File: src/pkg/xbpa_pkg.sv
`default_nettype none
// ----------------------------------------------------------------
// Shared constants of the crossbar arbiter.
// ----------------------------------------------------------------
package xbpa_pkg;
  // Address bits that pick the peripheral target.
  localparam int          PER_SEL_HI  = 31;
  localparam int          PER_SEL_LO  = 28;
  localparam logic [3:0]  PER_SEL_VAL = 4'h4;
  // Host page: 64K bytes, so the page is named by bits 31:16.
  localparam int          PAGE_LO     = 16;
  localparam logic [15:0] PAGE_RST    = 16'h0000;
  localparam logic        PAGE_EN_RST = 1'b0;
  // Widths of the memory request sources.
  localparam int          DP_W        = 64;
  localparam int          FETCH_W     = 256;
  localparam int          PP_W        = 32;
  // The memory controller serves at most this many at once.
  localparam logic [2:0]  MEM_SLOTS   = 3'h3;
  // Status outputs after reset.
  localparam logic [1:0]  LOAD_RST    = 2'h0;
  localparam logic        BUSY_RST    = 1'b0;
  localparam logic        ERR_RST     = 1'b0;
endpackage : xbpa_pkg
`default_nettype wire
File: src/design/xbpa_arbiter.sv
`timescale 1ns/1ns
`default_nettype none
module xbpa_arbiter
  import xbpa_pkg::*;
(
  // Clock and reset.
  input  wire logic        ref_clk_in,
  input  wire logic        rst_in,
  // Data movement accelerator master.
  input  wire logic        acc_req_in,
  input  wire logic [31:0] acc_addr_in,
  output logic             acc_gnt_out,
  // External host port master.
  input  wire logic        hst_req_in,
  input  wire logic [31:0] hst_addr_in,
  output logic             hst_gnt_out,
  output logic             hst_err_out,
  // Core data ports and instruction fetch port.
  input  wire logic        dp0_req_in,
  input  wire logic [31:0] dp0_addr_in,
  output logic             dp0_gnt_out,
  input  wire logic        dp1_req_in,
  input  wire logic [31:0] dp1_addr_in,
  output logic             dp1_gnt_out,
  input  wire logic        fetch_req_in,
  output logic             fetch_gnt_out,
  // Host page control, written by the core only.
  input  wire logic        core_page_wr_in,
  input  wire logic        core_page_en_in,
  input  wire logic [15:0] core_page_base_in,
  // Status.
  output logic [1:0]       mem_load_out,
  output logic             per_busy_out
);

  // ----------------------------------------------------------------
  // Address decode
  // ----------------------------------------------------------------

  // Used for every master that has an address, so it lives in one place.
  function automatic logic is_per(input logic [31:0] a);
    is_per = (a[PER_SEL_HI:PER_SEL_LO] == PER_SEL_VAL);
  endfunction

  logic acc_per;   // Accelerator wants the peripheral target.
  logic acc_mem;   // Accelerator wants memory.
  logic dp0_per;   // Data port 0 wants the peripheral target.
  logic dp0_mem;   // Data port 0 wants memory.
  logic dp1_per;   // Data port 1 wants the peripheral target.
  logic dp1_mem;   // Data port 1 wants memory.
  logic hst_ok;    // Host request that may proceed at all.
  logic hst_bad;   // Host request that must be refused.
  logic in_page;   // Host address lies inside the allowed page.

  // ----------------------------------------------------------------
  // Host page registers
  // ----------------------------------------------------------------

  logic        page_en;        // Page limit active.
  logic [15:0] page_base;      // Upper address bits of the page.
  logic        next_page_en;   // Next page limit.
  logic [15:0] next_page_base; // Next page base.

  // The host has no path to these; only the core strobe loads them.
  always_comb
  begin
    next_page_en   = page_en;
    next_page_base = page_base;
    if (core_page_wr_in)
    begin
      next_page_en   = core_page_en_in;
      next_page_base = core_page_base_in;
    end
  end

  // Registers the page state.
  always_ff @(posedge ref_clk_in or posedge rst_in)
  begin
    if (rst_in)
    begin
      // Reset leaves the host free to reach every non-peripheral address.
      page_en   <= PAGE_EN_RST;
      page_base <= PAGE_RST;
    end
    else
    begin
      // Only the core strobe can have changed the next values.
      page_en   <= next_page_en;
      page_base <= next_page_base;
    end
  end

  // ----------------------------------------------------------------
  // Request classification
  // ----------------------------------------------------------------

  // The accelerator and both data ports are steered to one target by their address.
  always_comb
  begin
    acc_per = acc_req_in & is_per(acc_addr_in);
    acc_mem = acc_req_in & ~is_per(acc_addr_in);
    dp0_per = dp0_req_in & is_per(dp0_addr_in);
    dp0_mem = dp0_req_in & ~is_per(dp0_addr_in);
    dp1_per = dp1_req_in & is_per(dp1_addr_in);
    dp1_mem = dp1_req_in & ~is_per(dp1_addr_in);
    // Outside the page is refused while the limit is on.
    in_page = ~page_en | (hst_addr_in[31:PAGE_LO] == page_base);
    // No host path to peripherals exists.
    hst_ok  = hst_req_in & in_page & ~is_per(hst_addr_in);
    hst_bad = hst_req_in & ~hst_ok;
  end

  // ----------------------------------------------------------------
  // Arbitration
  // ----------------------------------------------------------------

  logic pp_req;   // Peripheral-side memory port requested.
  logic pp_acc;   // That port is used by the accelerator.
  logic g_pp;     // Peripheral-side memory port granted.
  logic g_fetch;  // Fetch port granted.
  logic g_dm0;    // Data port 0 granted to memory.
  logic g_dm1;    // Data port 1 granted to memory.
  logic g_pacc;   // Accelerator granted the peripheral target.
  logic g_pd0;    // Data port 0 granted the peripheral target.
  logic g_pd1;    // Data port 1 granted the peripheral target.

  // Grants are combinational so that an uncontested access is
  // taken at the very edge where it is presented. Two targets are
  // arbitrated independently, so no master waits on another target.
  always_comb
  begin
    // One 32-bit port for the peripheral side; accelerator wins.
    pp_req  = acc_mem | hst_ok;
    pp_acc  = acc_mem;
    // Memory: port order pp, fetch, dp0, dp1; three slots only.
    g_pp    = pp_req;
    g_fetch = fetch_req_in;
    g_dm0   = dp0_mem;
    // The fourth source waits when the other three are busy.
    g_dm1   = dp1_mem & ~(pp_req & fetch_req_in & dp0_mem);
    // Peripheral target: fixed order, accelerator above core.
    g_pacc  = acc_per;
    g_pd0   = dp0_per & ~acc_per;
    g_pd1   = dp1_per & ~acc_per & ~dp0_per;
  end

  // Losers see their grant low and keep their request up.
  // The order never rotates, so a higher master that asks every cycle
  // starves the lower ones; the system has to pace its traffic.
  assign acc_gnt_out   = g_pacc | (g_pp & pp_acc);
  assign hst_gnt_out   = g_pp & ~pp_acc;
  assign dp0_gnt_out   = g_dm0 | g_pd0;
  assign dp1_gnt_out   = g_dm1 | g_pd1;
  assign fetch_gnt_out = g_fetch;

  // ----------------------------------------------------------------
  // Status registers
  // ----------------------------------------------------------------

  logic [1:0] mem_load;       // Memory accesses in the last cycle.
  logic       per_busy;       // Peripheral target used last cycle.
  logic       hst_err;        // Host refusal, one-cycle pulse.
  logic [1:0] next_mem_load;  // Next memory load.
  logic       next_per_busy;  // Next peripheral use.
  logic       next_hst_err;   // Next refusal pulse.
  logic [2:0] cnt;            // Sum of memory grants.

  // A refused host access shows once, a cycle later; the host is
  // expected to drop or retarget it, otherwise it repeats.
  always_comb
  begin
    cnt = {2'h0, g_pp} + {2'h0, g_fetch} + {2'h0, g_dm0} + {2'h0, g_dm1};
    next_mem_load = cnt[1:0];
    next_per_busy = g_pacc | g_pd0 | g_pd1;
    next_hst_err  = hst_bad;
  end

  // Registers the status.
  always_ff @(posedge ref_clk_in or posedge rst_in)
  begin
    if (rst_in)
    begin
      // No traffic has been seen yet.
      mem_load <= LOAD_RST;
      per_busy <= BUSY_RST;
      hst_err  <= ERR_RST;
    end
    else
    begin
      // Record what was granted at this edge.
      mem_load <= next_mem_load;
      per_busy <= next_per_busy;
      hst_err  <= next_hst_err;
    end
  end

  assign mem_load_out = mem_load;
  assign per_busy_out = per_busy;
  assign hst_err_out  = hst_err;
endmodule // xbpa_arbiter
`default_nettype wire

File: config.mk
export PLATFORM = sky130hd
export DESIGN_NAME = xbpa_arbiter
export DESIGN_NICKNAME = d
export VERILOG_FILES = /design/src/pkg/xbpa_pkg.sv /design/src/design/xbpa_arbiter.sv
export SDC_FILE = /design/constraint.sdc
export NUM_CORES = 1
export LEC_CHECK = 0
export BUFFER_PORTS_ARGS = -buffer_cell sky130_fd_sc_hd__clkbuf_2
export CORE_UTILIZATION = 28
export CTS_BUF_LIST = sky130_fd_sc_hd__clkbuf_8
export DETAILED_ROUTE_END_ITERATION = 8
export PLACE_DENSITY = 0.8
export SLEW_MARGIN = 15
export SYNTH_ARGS = -nofsm -noshare
export SYNTH_HDL_FRONTEND = slang
export SYNTH_SLANG_ARGS = --single-unit
File: constraint.sdc
create_clock -name ref_clk_in -period 2 [get_ports ref_clk_in]
set_input_delay 0 -clock ref_clk_in [delete_from_list [all_inputs] [get_ports ref_clk_in]]
set_output_delay 0 -clock ref_clk_in [all_outputs]
set_load 0.02 [all_outputs]
Word level (Yosys, flattened, before mapping)
Cells that the tools add are included.
{ "word_totals": {"register_bits": 21, "input_bits": 153} }
{ "classes": {"add_sub_neg": 3, "eq_ne": 5, "n_bitwise": 34} }
{ "ops": {"columns": ["op", "n"], "rows": [
  ["$and A1 B1 Y1", 17],
  ["$eq A16 B16 Y1", 1],
  ["$eq A4 B3 Y1 const B", 4],
  ["$not A1 Y1", 10],
  ["$or A1 B1 Y1", 7],
  ["$add A2 B1 Y2", 2],
  ["$add A1 B1 Y2", 1]
]} }

Logic depth before layout (Yosys ltp)
{ "depth": {"word_depth": 10, "ltp_mapped": 9, "ltp_nobuf": 9} }

Least setup slack after synthesis
OpenSTA, ideal clock, no wires.
{ "synth_timing": {"path_kind": "register to register", "startpoint": "register page_base[5]", "endpoint": "register mem_load[0] (netlist: mem_load_out[0])", "arrival_time_ps": 1977, "slack_ps": -103, "stages_incl_launch_ff": 9, "path_buffers": 0, "synth_period_minus_slack_ps": 2103, "path_cell_list": "dfrtp_1 > xnor2_1 > nand4_1 > o41ai_2 > nand2b_1 > a31oi_1 > fa_1 > inv_1 > ha_1"} }
{ "synth_via": {"elab_chain_cells": 10} }
{ "synth_lines": {"columns": ["item", "line", "source"], "rows": [
  ["from (decl)", "xbpa_arbiter.sv:60", "logic [15:0] page_base;"],
  ["from (signal assigned)", "xbpa_arbiter.sv:89", "page_base <= next_page_base;"],
  ["$eq A16 B16 Y1 *", "xbpa_arbiter.sv:107", "in_page = ~page_en | (hst_addr_in[31:PAGE_LO] == page_base);"],
  ["$or A1 B1 Y1 *", "xbpa_arbiter.sv:107", null],
  ["$and A1 B1 Y1 * (2 in a row)", "xbpa_arbiter.sv:109", "hst_ok = hst_req_in & in_page & ~is_per(hst_addr_in);"],
  ["$or A1 B1 Y1 *", "xbpa_arbiter.sv:133", "pp_req = acc_mem | hst_ok;"],
  ["branches (longest 4 deep; another with $add A1 B1 Y2)", null, null],
  ["$add A2 B1 Y2 *", "xbpa_arbiter.sv:172", "cnt = {2'h0, g_pp} + {2'h0, g_fetch} + {2'h0, g_dm0} + {2'h0, g_dm1};"],
  ["via cnt[0]", "xbpa_arbiter.sv:166", "logic [2:0] cnt;"],
  ["to (signal assigned)", "xbpa_arbiter.sv:191", "mem_load <= next_mem_load;"],
  ["to (decl)", "xbpa_arbiter.sv:160", "logic [1:0] mem_load;"]
]} }
Mark *: on every way through the listed nets, which the timed path passes.
A chain may end at the register's enable or synchronous reset.

Worst setup path in the final report
{ "layout_timing": {"startpoint": "register page_base[5]", "endpoint": "register mem_load[1] (netlist: mem_load_out[1])"} }
Same word-level chain as after synthesis.

==> run_results.csv <==
group,metric,value,unit
worst_hold_path,hold_depth,4,
routing,drc,0,
synthesis,ys_warn_count,0,
place,place_area,1513,um^2
synthesis,syn_area_per_cell,11.97,um^2
timing,finalCritPeriodShare,111.3,%
timing,worst_slack,-0.2260,ns
worst_setup_path,rr_startpoint,"page_base[5]",
timing,drv_slew,0,
routing,avgRoutedWirePerCell,12.22,um
worst_hold_path,hold_path_class,"input pin to flip-flop",
routing,wl,2787,um
synthesis,synth-edff-count,0,
place,io_buffer_count,61,
place,place.gp.congestion,0.7560,
synthesis,synth_top_area_cell,"dfrtp_1",
final_layout,fin_util,48.31,%
power,power_density,601.9,nW/um^2
routing,firstDrtPassIters,2,
global_route,antenna_found_initial,0,
synthesis,yosys-top-cells-area,"dfrtp_1 (46%), mux2_2 (17%), xnor2_1 (13%)",
timing,setup_violations,2,
worst_setup_path,worst_setup_path_end_kind,"flip-flop",
worst_setup_path,worstSetupStartpointType,"flip-flop",
cts,root_buffer,"clkbuf_8",
timing,maxSlewHeadroom,44.94,%
synthesis,synth_nets,250,
worst_setup_path,rr_worst_depth,9,
worst_setup_path,critical_path_class,"flip-flop to flip-flop",
synthesis,yosysMostFrequentCell,"dfrtp_1",
cts,cts_max_level,1,
synthesis,synth_top_area_share,46.20,%
final_layout,final_cell_area,1822,um^2
worst_setup_path,crit_arrival,2.41,ns
status,violations,"setup timing",
synthesis,ys_seq_elements,21,
job,cap_violations,0,
power,p_total,1.096,mW
routing,vias_per_cell,4.386,
synthesis,ys_top_cells_by_count,"dfrtp_1 (21), mux2_2 (17), xnor2_1 (17)",
place,post-dp-hpwl,2101,um
timing,clock_skew,0.004174,ns
die,pin_count,162,
die,row_count,22,
final_layout,antenna_cells,0,
cts,cts.path.max_buffers,2,
cts,clkSinkCount,21,
die,die_width,65.74,um
timing,tightestPinTransition,0.8251,ns
global_route,grt_max_degree,22,
final_layout,fillers,355,
global_route,track_usage,14.10,%
synthesis,synthArstFlopShare,100.0,%
cts,cts_inserted_buffers,3,
synthesis,synth_cell_types,28,
cts,tritoncts,"yes",
worst_setup_path,crit_start,"page_base[5]",
timing,rsz0062_at_grt,"yes",
worst_setup_path,rrSetupSlack,-0.23,ns
worst_setup_path,cp.required,2.19,ns
die,coreArea,3771,um^2
routing,dr_total_vias,1000,
global_route,grt-ovfl-total,0,
die,initial_core_util,30.16,%
synthesis,synthFlopType,"dfrtp_1",
timing,fin_crit,2.226,ns
die,die_area,4321,um^2
die,die_h,65.74,um
cts,path_clk_slew,0.08,ns
final_layout,drive_gt1_share,53.89,%
synthesis,syn_inst,95,
final_layout,final_nets,336,
worst_setup_path,path_max_fanout,2,
global_route,grt_pass1_vias,1082,
cts,insertion_delay,0.26,ns
final_layout,area_delta_synth_final,60.18,%
timing,hold_viol,0,
synthesis,yosysSeqAreaShare,46.20,%
worst_hold_path,holdPathEnd,"per_busy_out",
worst_hold_path,min_from,"acc_req_in",
routing,drt_iter0_markers,5,
global_route,grt_pass1_wl,4540,um
power,ir_worst_vdd,296.2,uV
routing,ant_nets,0,
power,power_leakage,0.8560,nW
status,status,"complete, but fails checks",
synthesis,netlist_area,1137,um^2
worst_setup_path,rr_endpoint,"mem_load_out[1]",
timing,fmax,449.2,MHz
==> how the worst max path moves through the flow <==
stage / to / slack (ns)
after floorplan: mem_load_out[0] / -0.09
after global placement: mem_load_out[0] / -0.22
after detailed placement: mem_load_out[1] / -0.27
after CTS: mem_load_out[1] / -0.27
after global routing: mem_load_out[1] / -0.36
final: mem_load_out[1] / -0.23
==> timing repair <==
item | CTS | global route
gates resized for setup | 12 | 6
pin swaps | 9 | 10
hold endpoints to repair | 40 | 0
hold buffers | 20 | 0
buffers inserted | 4 | 1
endpoints found under the setup margin | 2 | 5
==> kinds of logic after synthesis <==
logic type	count (synthesis)	share of synthesized area, %
and+or+nand+nor	21	11.66
xor gates and xnor gates	17	13.09
DFF	21	46.20
muxes	17	16.83
buffers and inverters	9	3.411
AOI/OAI and AO/OA	8	5.942
adders and majority gates	2	2.860
==> state kept, by name, summed over array words and instances, names as in the netlist <==
name          count
per_busy_out      1
page_base        16
hst_err_out       1
page_en           1
mem_load_out      2
==> area by class of cell <==
type                       count  area, um^2  area share, %
clock inverter                 1       5.005         0.2747
clock buffer                   3       41.29          2.266
sequential                    21       525.5          28.85
inverter                       5       18.77          1.030
tap                           48       60.06          3.297
timing repair buffer          85       551.8          30.29
multi-input combinational     65       619.3          34.00
==> critical path: stages (launching register included) <==
cell and delay (ns):
dfrtp_1 0.39, xnor2_1 0.15, nand4_1 0.14, o41ai_2 0.44
nand2b_1 0.14, a31oi_2 0.16, fa_1 0.44, inv_2 0.07
ha_4 0.13, xnor2_2 0.09
==> report_power, final <==
part | internal, mW | switching, mW | total [mW]
registers | 0.473 | 0.0283 | 0.501
logic | 0.182 | 0.134 | 0.316
clock network | 0.139 | 0.141 | 0.280
==> layer usage <==
metal	track usage [%]	part of all wire (%)
met5	0	0
met4	4.891	0.36
met3	2.431	5.1
met2	25.51	50
met1	16.45	44
==> cells in the final DEF (no fill, tap or decap), types with 3 or more instances in the layout <==
cell type and n:
clkbuf_2 59, dfrtp_1 21, dlygate4sd3_1 20, mux2_2 17, xnor2_1 15, inv_1 4, nand4_1 4, buf_4 4
nand2_1 3, clkbuf_8 3
==> through the flow <==
step | hold WS (ns) | setup TNS, ns | instances | worst slack [ns]
2_1_floorplan | -0.02347 | -0.1618 | 95 | -0.08529
3_3_place_gp | 0.1829 | -0.4399 | 204 | -0.2238
3_5_place_dp | 0.1789 | -0.5234 | 204 | -0.2695
4_1_cts | 0.1300 | -0.7138 | 232 | -0.2719
5_1_grt | 0.1423 | -0.7025 | 228 | -0.3602
6_report | 0.1276 | -0.4470 | 228 | -0.2260
Power figures use the tool's default switching activity.
